### config.mk
export PLATFORM = sky130hd
export DESIGN_NAME = basic_clock_generator
export DESIGN_NICKNAME = d
export VERILOG_FILES = /design/src/design/clock_gen_pkg.sv /design/src/design/clk_path_if.sv /design/src/design/clock_switch.sv /design/src/design/clock_divider.sv /design/src/design/basic_clock_generator.sv
export SDC_FILE = /design/constraint.sdc
export NUM_CORES = 1
export LEC_CHECK = 0
export ABC_CLOCK_PERIOD_IN_PS = 2560
export BUFFER_PORTS_ARGS = -buffer_cell sky130_fd_sc_hd__buf_2
export CORE_MARGIN = 10
export CORE_UTILIZATION = 60
export CTS_BUF_LIST = sky130_fd_sc_hd__clkbuf_2
export CTS_CLUSTER_DIAMETER = 120
export DETAILED_ROUTE_END_ITERATION = 10
export PLACE_DENSITY_LB_ADDON = 0.08
export SYNTH_ARGS = -nofsm -noshare
export SYNTH_HDL_FRONTEND = slang
export SYNTH_SLANG_ARGS = --single-unit
export TNS_END_PERCENT = 100
### constraint.sdc
create_clock -name sys_clk -period 2.56 [get_ports sys_clk]
set_input_delay 0.256 -clock sys_clk [delete_from_list [all_inputs] [get_ports sys_clk]]
set_output_delay 0.256 -clock sys_clk [all_outputs]
set_load 0.01 [all_outputs]
### src/design/clock_gen_pkg.sv
// Shared constants, field positions and types for the clock generator
package clock_gen_pkg;

  // Register offsets on the byte-wide control port
  localparam logic [7:0] ADDR_RING_CTRL = 8'h56;
  localparam logic [7:0] ADDR_SYS_CTRL1 = 8'h57;
  localparam logic [7:0] ADDR_SYS_CTRL2 = 8'h58;

  // Values after power-up clear
  localparam logic [7:0] RST_RING_CTRL  = 8'h60;
  localparam logic [7:0] RST_SYS_CTRL1  = 8'h84;
  localparam logic [7:0] RST_SYS_CTRL2  = 8'h00;
  localparam logic [7:0] READ_UNMAPPED  = 8'h00;

  // Ring control fields
  localparam int STEP_LSB   = 5;
  localparam int FRAC_LSB   = 0;
  // System control 1 fields
  localparam int SECOFF_BIT = 7;
  localparam int XMODE_BIT  = 6;
  localparam int ADIV_LSB   = 4;
  localparam int RANGE_LSB  = 0;
  // System control 2 fields
  localparam int MSEL_LSB   = 6;
  localparam int MDIV_LSB   = 4;
  localparam int SSEL_BIT   = 3;
  localparam int SDIV_LSB   = 1;
  localparam int EXTRES_BIT = 0;

  localparam logic [2:0] STEP_TOP   = 3'h7;
  // Modulation period is the full wrap of this counter (32 ring cycles)
  localparam int         MOD_CNT_W  = 5;
  localparam int         SYNC_W     = 14;

  typedef enum logic [1:0] {
    SRC_RING   = 2'h0,
    SRC_SECOND = 2'h1,
    SRC_LOW    = 2'h2
  } clk_src_t;

  typedef enum logic [2:0] {
    SW_FOLLOW    = 3'h1,
    SW_WAIT_RISE = 3'h2,
    SW_WAIT_NEW  = 3'h4
  } switch_state_t;

endpackage

### src/design/clk_path_if.sv
// Source levels, select and switched level of one clock path
`timescale 1ns/10ps
interface clk_path_if;
  import clock_gen_pkg::*;
  logic     [2:0] srcLevel;
  logic     [2:0] srcDead;
  clk_src_t       sel;
  logic           outLevel;
  modport switcher (input srcLevel, input srcDead, input sel, output outLevel);
  modport user     (output srcLevel, output srcDead, output sel, input outLevel);
endinterface

### src/design/clock_switch.sv
// Glitch-free source switch for one sampled clock path
`timescale 1ns/10ps
module clock_switch (
  input wire logic     sys_clk,
  input wire logic     rst_b,
  clk_path_if.switcher path
);
  import clock_gen_pkg::*;

  switch_state_t stateReg;
  clk_src_t      curSelReg;
  clk_src_t      newSelReg;
  logic [2:0]    prevLevelReg;
  logic          outReg;
  logic [2:0]    rise;

  assign rise          = path.srcLevel & ~prevLevelReg;
  assign path.outLevel = outReg;

  always_ff @(posedge sys_clk or negedge rst_b) begin
    if (!rst_b) begin
      prevLevelReg <= 3'h0;
    end else begin
      prevLevelReg <= path.srcLevel;
    end
  end

  always_ff @(posedge sys_clk or negedge rst_b) begin
    if (!rst_b) begin
      stateReg  <= SW_FOLLOW;
      curSelReg <= SRC_RING;
      newSelReg <= SRC_RING;
      outReg    <= 1'b0;
    end else begin
      unique case (stateReg)
        SW_FOLLOW: begin
          outReg <= path.srcLevel[curSelReg];
          if (path.sel != curSelReg) begin
            newSelReg <= path.sel;
            stateReg  <= SW_WAIT_RISE;
          end
        end
        SW_WAIT_RISE: begin
          // Finish the running cycle; a dead source would never give its edge
          outReg    <= path.srcLevel[curSelReg];
          newSelReg <= path.sel;
          if (rise[curSelReg] || path.srcDead[curSelReg]) begin
            outReg   <= 1'b1;
            stateReg <= SW_WAIT_NEW;
          end
        end
        SW_WAIT_NEW: begin
          outReg <= 1'b1;
          if (rise[newSelReg]) begin
            curSelReg <= newSelReg;
            stateReg  <= SW_FOLLOW;
          end else begin
            // Track a later select so a source stopped meanwhile cannot hang the path
            newSelReg <= path.sel;
          end
        end
        default: begin
          stateReg <= SW_FOLLOW;
        end
      endcase
    end
  end
endmodule // clock_switch

### src/design/clock_divider.sv
// Power-of-two divider on a sampled clock level
`timescale 1ns/10ps
module clock_divider (
  input  wire logic       sys_clk,
  input  wire logic       rst_b,
  input  wire logic       inLevel,
  input  wire logic [1:0] divSel,
  output logic            outLevel
);
  import clock_gen_pkg::*;

  logic       prevReg;
  logic [2:0] cntReg;
  logic [2:0] cntNext;
  logic       outReg;
  logic [1:0] selReg;
  logic [1:0] useSel;
  logic       wrapRise;

  assign cntNext  = (inLevel && !prevReg) ? cntReg + 3'h1 : cntReg;
  assign wrapRise = inLevel && !prevReg && (cntNext == 3'h0);
  assign useSel   = wrapRise ? divSel : selReg;
  assign outLevel = outReg;

  always_ff @(posedge sys_clk or negedge rst_b) begin
    if (!rst_b) begin
      prevReg <= 1'b0;
      cntReg  <= 3'h0;
    end else begin
      prevReg <= inLevel;
      cntReg  <= cntNext;
    end
  end

  // Ratio changes wait for the counter wrap, where no ratio cuts a pulse short
  // Limitation: a stopped source keeps its old ratio until it runs again
  always_ff @(posedge sys_clk or negedge rst_b) begin
    if (!rst_b) begin
      selReg <= 2'h0;
      outReg <= 1'b0;
    end else begin
      selReg <= useSel;
      unique case (useSel)
        2'h0: outReg <= inLevel;
        2'h1: outReg <= cntNext[0];
        2'h2: outReg <= cntNext[1];
        2'h3: outReg <= cntNext[2];
      endcase
    end
  end
endmodule // clock_divider

### src/design/basic_clock_generator.sv
// Clock generator top: control registers, source select, dividers, ring control
`timescale 1ns/10ps
module basic_clock_generator #(
  parameter bit HAS_SECOND_OSC = 1'b1
) (
  input  wire logic       sys_clk,
  input  wire logic       rst_b,
  input  wire logic       lowOscClk,
  input  wire logic       secondOscClk,
  input  wire logic [7:0] ringStepClk,
  input  wire logic       lowOscOff,
  input  wire logic       ringOscOff,
  input  wire logic       lowOscFault,
  input  wire logic       secondOscFault,
  input  wire logic [7:0] addr,
  input  wire logic [7:0] wrData,
  input  wire logic       wrStrobe,
  input  wire logic       rdStrobe,
  output logic      [7:0] rdData,
  output logic            auxClk,
  output logic            mainClk,
  output logic            subMainClk,
  output logic            lowOscEn,
  output logic            secondOscEn,
  output logic            ringOscEn,
  output logic            crystalModeSel,
  output logic            extResistorSel,
  output logic      [2:0] rangeSel,
  output logic      [2:0] ringStepSel
);
  import clock_gen_pkg::*;

  function automatic clk_src_t mapSel(input logic [1:0] code);
    unique case (code)
      2'h0, 2'h1: mapSel = SRC_RING;
      2'h2:       mapSel = HAS_SECOND_OSC ? SRC_SECOND : SRC_LOW;
      default:    mapSel = SRC_LOW;
    endcase
  endfunction

  logic [SYNC_W-1:0]    sync1Reg;
  logic [SYNC_W-1:0]    sync2Reg;
  logic [7:0]           ringCtrlReg;
  logic [7:0]           sysCtrl1Reg;
  logic [7:0]           sysCtrl2Reg;
  logic [7:0]           rdDataReg;
  logic [MOD_CNT_W-1:0] modCntReg;
  logic [2:0]           ringStepSelReg;
  logic                 ringPrevReg;
  logic                 lowOscEnReg;
  logic                 secondOscEnReg;
  logic                 ringOscEnReg;

  logic [7:0] stepLevelS;
  logic       lowLevelS;
  logic       secondLevelS;
  logic       lowOffS;
  logic       ringOffS;
  logic       lowFaultS;
  logic       secondFaultS;
  logic       ringLevel;
  logic [2:0] freqStep;
  logic [4:0] fraction;
  logic       xMode;
  clk_src_t   mainReq;
  clk_src_t   mainEff;
  clk_src_t   subEff;
  logic       mainFault;
  logic       useHigher;
  logic       usedLow;
  logic       usedSecond;
  logic       usedRing;
  logic [2:0] srcLevels;
  logic [2:0] srcDeads;
  logic       auxDiv;
  logic       mainDiv;
  logic       subDiv;

  clk_path_if mainPath ();
  clk_path_if subPath ();

  // Oscillator clocks and status levels come from other domains
  always_ff @(posedge sys_clk or negedge rst_b) begin
    if (!rst_b) begin
      sync1Reg <= '0;
      sync2Reg <= '0;
    end else begin
      sync1Reg <= {ringStepClk, lowOscClk, secondOscClk,
                   lowOscOff, ringOscOff, lowOscFault, secondOscFault};
      sync2Reg <= sync1Reg;
    end
  end

  assign stepLevelS   = sync2Reg[13:6];
  assign lowLevelS    = sync2Reg[5];
  assign secondLevelS = HAS_SECOND_OSC ? sync2Reg[4] : 1'b0;
  assign lowOffS      = sync2Reg[3];
  assign ringOffS     = sync2Reg[2];
  assign lowFaultS    = sync2Reg[1];
  assign secondFaultS = HAS_SECOND_OSC ? sync2Reg[0] : 1'b0;

  // Register writes take effect on the next edge, whatever the clocks do
  always_ff @(posedge sys_clk or negedge rst_b) begin
    if (!rst_b) begin
      ringCtrlReg <= RST_RING_CTRL;
      sysCtrl1Reg <= RST_SYS_CTRL1;
      sysCtrl2Reg <= RST_SYS_CTRL2;
    end else if (wrStrobe) begin
      if (addr == ADDR_RING_CTRL) ringCtrlReg <= wrData;
      if (addr == ADDR_SYS_CTRL1) sysCtrl1Reg <= wrData;
      if (addr == ADDR_SYS_CTRL2) sysCtrl2Reg <= wrData;
    end
  end

  always_ff @(posedge sys_clk or negedge rst_b) begin
    if (!rst_b) begin
      rdDataReg <= READ_UNMAPPED;
    end else if (rdStrobe) begin
      unique case (addr)
        ADDR_RING_CTRL: rdDataReg <= ringCtrlReg;
        ADDR_SYS_CTRL1: rdDataReg <= sysCtrl1Reg;
        ADDR_SYS_CTRL2: rdDataReg <= sysCtrl2Reg;
        default:        rdDataReg <= READ_UNMAPPED;
      endcase
    end else begin
      rdDataReg <= READ_UNMAPPED;
    end
  end

  assign rdData         = rdDataReg;
  assign freqStep       = ringCtrlReg[STEP_LSB +: 3];
  assign fraction       = ringCtrlReg[FRAC_LSB +: 5];
  assign xMode          = sysCtrl1Reg[XMODE_BIT];
  assign crystalModeSel = sysCtrl1Reg[XMODE_BIT];
  assign rangeSel       = sysCtrl1Reg[RANGE_LSB +: 3];
  assign extResistorSel = sysCtrl2Reg[EXTRES_BIT];

  // Source selection with variant substitution; fault failover on the main path only
  assign mainReq   = mapSel(sysCtrl2Reg[MSEL_LSB +: 2]);
  assign mainFault = (mainReq == SRC_SECOND && secondFaultS) ||
                     (mainReq == SRC_LOW && xMode && lowFaultS);
  assign mainEff   = mainFault ? SRC_RING : mainReq;
  assign subEff    = mapSel({sysCtrl2Reg[SSEL_BIT], 1'b0});

  assign usedLow    = (mainEff == SRC_LOW) || (subEff == SRC_LOW);
  assign usedSecond = (mainEff == SRC_SECOND) || (subEff == SRC_SECOND);
  assign usedRing   = (mainEff == SRC_RING) || (subEff == SRC_RING);

  // Oscillators stay on while selected, whatever the off request says
  always_ff @(posedge sys_clk or negedge rst_b) begin
    if (!rst_b) begin
      lowOscEnReg    <= 1'b1;
      secondOscEnReg <= 1'b0;
      ringOscEnReg   <= 1'b1;
    end else begin
      lowOscEnReg    <= !(lowOffS && !usedLow);
      secondOscEnReg <= HAS_SECOND_OSC && !(sysCtrl1Reg[SECOFF_BIT] && !usedSecond);
      ringOscEnReg   <= !(ringOffS && !usedRing);
    end
  end

  assign lowOscEn    = lowOscEnReg;
  assign secondOscEn = secondOscEnReg;
  assign ringOscEn   = ringOscEnReg;

  // Modulator: the step input currently selected is the ring clock
  assign ringLevel = stepLevelS[ringStepSelReg];
  assign useHigher = (modCntReg < fraction) && (freqStep != STEP_TOP);

  always_ff @(posedge sys_clk or negedge rst_b) begin
    if (!rst_b) begin
      ringPrevReg <= 1'b0;
      modCntReg   <= '0;
    end else begin
      ringPrevReg <= ringLevel;
      if (ringLevel && !ringPrevReg) begin
        modCntReg <= modCntReg + 5'h01;
      end
    end
  end

  // Step moves only between ring cycles; a step change can still clip one
  always_ff @(posedge sys_clk or negedge rst_b) begin
    if (!rst_b) begin
      ringStepSelReg <= RST_RING_CTRL[STEP_LSB +: 3];
    end else begin
      ringStepSelReg <= freqStep + {2'h0, useHigher};
    end
  end

  assign ringStepSel = ringStepSelReg;

  // Path sources indexed by clk_src_t
  assign srcLevels = {lowLevelS, secondLevelS, ringLevel};
  // A stopped or faulted source never rises, so the switch must not wait on it
  assign srcDeads  = {(xMode && lowFaultS) || !lowOscEnReg,
                      secondFaultS || !secondOscEnReg,
                      !ringOscEnReg};

  assign mainPath.srcLevel = srcLevels;
  assign mainPath.srcDead  = srcDeads;
  assign mainPath.sel      = mainEff;
  assign subPath.srcLevel  = srcLevels;
  assign subPath.srcDead   = srcDeads;
  assign subPath.sel       = subEff;

  clock_switch mainSwitch (
    .sys_clk (sys_clk),
    .rst_b   (rst_b),
    .path    (mainPath)
  );

  clock_switch subSwitch (
    .sys_clk (sys_clk),
    .rst_b   (rst_b),
    .path    (subPath)
  );

  clock_divider auxDivider (
    .sys_clk  (sys_clk),
    .rst_b    (rst_b),
    .inLevel  (lowLevelS),
    .divSel   (sysCtrl1Reg[ADIV_LSB +: 2]),
    .outLevel (auxDiv)
  );

  clock_divider mainDivider (
    .sys_clk  (sys_clk),
    .rst_b    (rst_b),
    .inLevel  (mainPath.outLevel),
    .divSel   (sysCtrl2Reg[MDIV_LSB +: 2]),
    .outLevel (mainDiv)
  );

  clock_divider subDivider (
    .sys_clk  (sys_clk),
    .rst_b    (rst_b),
    .inLevel  (subPath.outLevel),
    .divSel   (sysCtrl2Reg[SDIV_LSB +: 2]),
    .outLevel (subDiv)
  );

  assign auxClk     = auxDiv;
  assign mainClk    = mainDiv;
  assign subMainClk = subDiv;
endmodule // basic_clock_generator

==> results.sh <==
export IMPL_status="complete, no violations"
export IMPL_drive_gt1_share_pct=30.2
export IMPL_yosys_warnings=0
export IMPL_final_setup_skew_ns=0.0419
export IMPL_cts_buffer_depth=2
export IMPL_place_inst=500
export IMPL_ys_seq_area_share_pct=59.5
export IMPL_path_buf_inv=0
export IMPL_fin_tns_setup_ns=0
export IMPL_synth_top_area_share_pct=53.7
export IMPL_synth_edf_count=0
export IMPL_fin_crit_sh_pct=81.8
export IMPL_post_cts_setup_buffers=0
export IMPL_fmax_mhz=478
export IMPL_gp_congestion=0.887
export IMPL_synth_most_common_cell="dfrtp_1"
export IMPL_root_buffer="clkbuf_2"
export IMPL_ios=56
export IMPL_cts_buffers=9
export IMPL_max_slew_margin_rel_pct=61.4
export IMPL_clkSlewWorstSetupHoldPaths_ns=0.28
export IMPL_grt_usage_pct=15.6
export IMPL_ys_ff_latch=108
export IMPL_chipHeight_um=107
export IMPL_avgRoutedWirePerCell_um=16.1
export IMPL_drc=0
export IMPL_synth_cells=352
export IMPL_cts_sinks=108
export IMPL_yosysTopAreaCell="dfrtp_1"
export IMPL_synth_nets=396
export IMPL_multi_input_area_um2=1760
export IMPL_synth_area_top_cells="dfrtp_1, mux2_2, dfstp_2"
export IMPL_num_vias=2968
export IMPL_crit_chain="mux2_2 -> o22ai_1 -> or3_1 -> o22ai_1 -> a211oi_1"
export IMPL_p_leak_nw=2.45
export IMPL_ant_nets=0
export IMPL_avgSynthCellArea_um2=13.0
export IMPL_critPathTopFamily="compound AO/OA/AOI/OAI gates"
export IMPL_ir_drop_v=0.000408
export IMPL_num_rows=31
export IMPL_first_pass_iters=5
export IMPL_htree_levels=3
export IMPL_routed_wl_um=8700
export IMPL_final_net_count=480
export IMPL_grt_pass1_wl_um=14400
export IMPL_slowest_stage="dfstp_2"
export IMPL_worstMarginPinSlew_ns=0.576
export IMPL_dpl_hpwl_um=6370
export IMPL_finalNonFillerCells=540
export IMPL_antenna_cells=0
export IMPL_grt_ovfl_total=0
export IMPL_hp_class="primary input to register"
export IMPL_cp_slowest_stage_delay_ns=0.65
export IMPL_postLayoutCoreUtil_pct=72.4
export IMPL_cts_resized=0
export IMPL_endpoint_kind="register"
export IMPL_nFillCells=519
export IMPL_cap_viol_max_count=0
export IMPL_critPathLaunchType="register"
export IMPL_drt_initial_drc_count=114
export IMPL_die_area_um2=11500
export IMPL_rsz0062_at_grt="no"
export IMPL_start_util_pct=62.3
export IMPL_port_buffers=55
export IMPL_path_depth=5
export IMPL_r2r_cells=5
export IMPL_clk_latency_ns=0.55
export IMPL_synth_area_um2=4570
export IMPL_postCtsHoldBufs=24
export IMPL_timing_critical_path_mode_cell="o22ai_1"
export IMPL_grt_max_degree=43
export IMPL_seqCellArea_um2=2720
export IMPL_min_period_ns=2.09
export IMPL_drv_slew=0
export IMPL_crit_type="register to register"
export IMPL_crit_required_ns=3.02
export IMPL_p_per_area_nw_per_um2=718
export IMPL_areaGrowthSynthToFinish_pct=16.2
export IMPL_synth_cell_types=56
export IMPL_die_w_um=107
export IMPL_synth_common_cells="dfrtp_1, mux2_2, nand2_1, nor2_1, xnor2_1"
export IMPL_crit_fanout=6
export IMPL_via_per_inst=5.50
export IMPL_grt_pass1_vias=3017
export IMPL_cts_tree="built"
export IMPL_setup_viol=0
export IMPL_arrival_ns=2.55
export IMPL_hold_depth=4
export IMPL_async_flop_share_pct=100
export IMPL_antenna_found_initial=0
export IMPL_reg2reg_slack_ns=0.47
export IMPL_ys_flop_type="dfrtp_1"
export IMPL_final_hold_violation_count=0
export IMPL_core_area_um2=7330
[logic make-up (layout without fill, tap and decap cells)]
family                   after synthesis  count (layout)  share of synthesized area (%)
flip-flops                           108             108                           59.5
XOR/XNOR                              19              19                           3.64
multiplexers                          46              46                           11.2
AND/OR/NAND/NOR                      100             100                           12.1
AO/OA/AOI/OAI                         50              50                           8.71
buffers and inverters                 19             108                           2.06
adder cells (fa/ha/maj)               10              10                           2.74
[registers in the layout, indices dropped and copies added, names as in the netlist, 3 cells and up]
name	cells
auxDivider.cntReg	3
mainDivider.cntReg	3
mainSwitch.stateReg	3
modCntReg	5
rdData	8
ringCtrlReg	8
ringStepSel	3
subDivider.cntReg	3
subSwitch.stateReg	3
sync1Reg	14
sync2Reg	14
sysCtrl1Reg	8
sysCtrl2Reg	8
[where the power goes]
group          internal, mW  switching, mW  leakage (nW)  total (mW)
clock                 0.229          0.548        0.0661       0.777
combinational         0.468          0.409          1.03       0.877
sequential             1.96          0.196          1.35        2.16
[worst register-to-register path, cell delays in order (launching register included)]
cell      delay, ns
dfstp_2        0.65
mux2_2         0.35
o22ai_1        0.35
or3_1          0.32
o22ai_1        0.13
a211oi_1       0.23
[cell type report]
class	count	area share [%]
Timing Repair Buffer	82	10.4
Clock inverter	7	1.41
Sequential cell	108	51.2
Inverter	10	0.707
Clock buffer	9	0.849
Tap cell	99	2.33
Multi-Input combinational cell	225	33.1
[layer usage]
metal | GRT usage (%) | wire length, µm
met5 | 0 | 0
met4 | 6.77 | 111
met3 | 4.01 | 511
met2 | 24.9 | 4150
met1 | 19.7 | 3930
[stage by stage]
stage	setup WS (ns)	total power [mW]	cell area (µm²)	hold WS, ns
finish	0.467	3.81	5310	0.0909
global route	0.325	4.06	5310	0.0644
CTS	0.446	3.85	5310	0.0503
detailed placement	0.464	3.05	4950	0.266
global placement	0.591	3.01	4950	0.263
floorplan	0.699	2.79	4570	-0.0396
[final timing paths]
check                                    start                      to
worst min-delay path                   addr[2]               rdData[6]
min in group asynchronous                rst_b          sysCtrl1Reg[0]
max in group asynchronous                rst_b               ringOscEn
worst max-delay path            ringStepSel[0]  subSwitch.newSelReg[0]
worst min register to register     sync1Reg[0]             sync2Reg[0]
worst max register to register  ringStepSel[0]  subSwitch.newSelReg[0]
[cell usage in the layout, fill, tap and decap left out, types with 3 or more instances in the layout]
master and count:
dfstp_2 10, a22o_1 4, a222oi_1 7, buf_2 54, and3_1 3, mux2_2 34
nor2b_1 5, a21oi_1 9, mux2i_1 10, nand4_1 3, nor2_1 21, and2_1 6
buf_4 3, nand2_1 27, clkbuf_2 9, dfrtp_1 98, nand2b_1 12, o21ai_0 3
xor2_1 4, a31oi_1 4, ha_1 10, inv_1 10, dlygate4sd3_1 24, a21o_1 4
xnor2_1 15, nand4b_1 3
(Power assumes the default switching activity.)
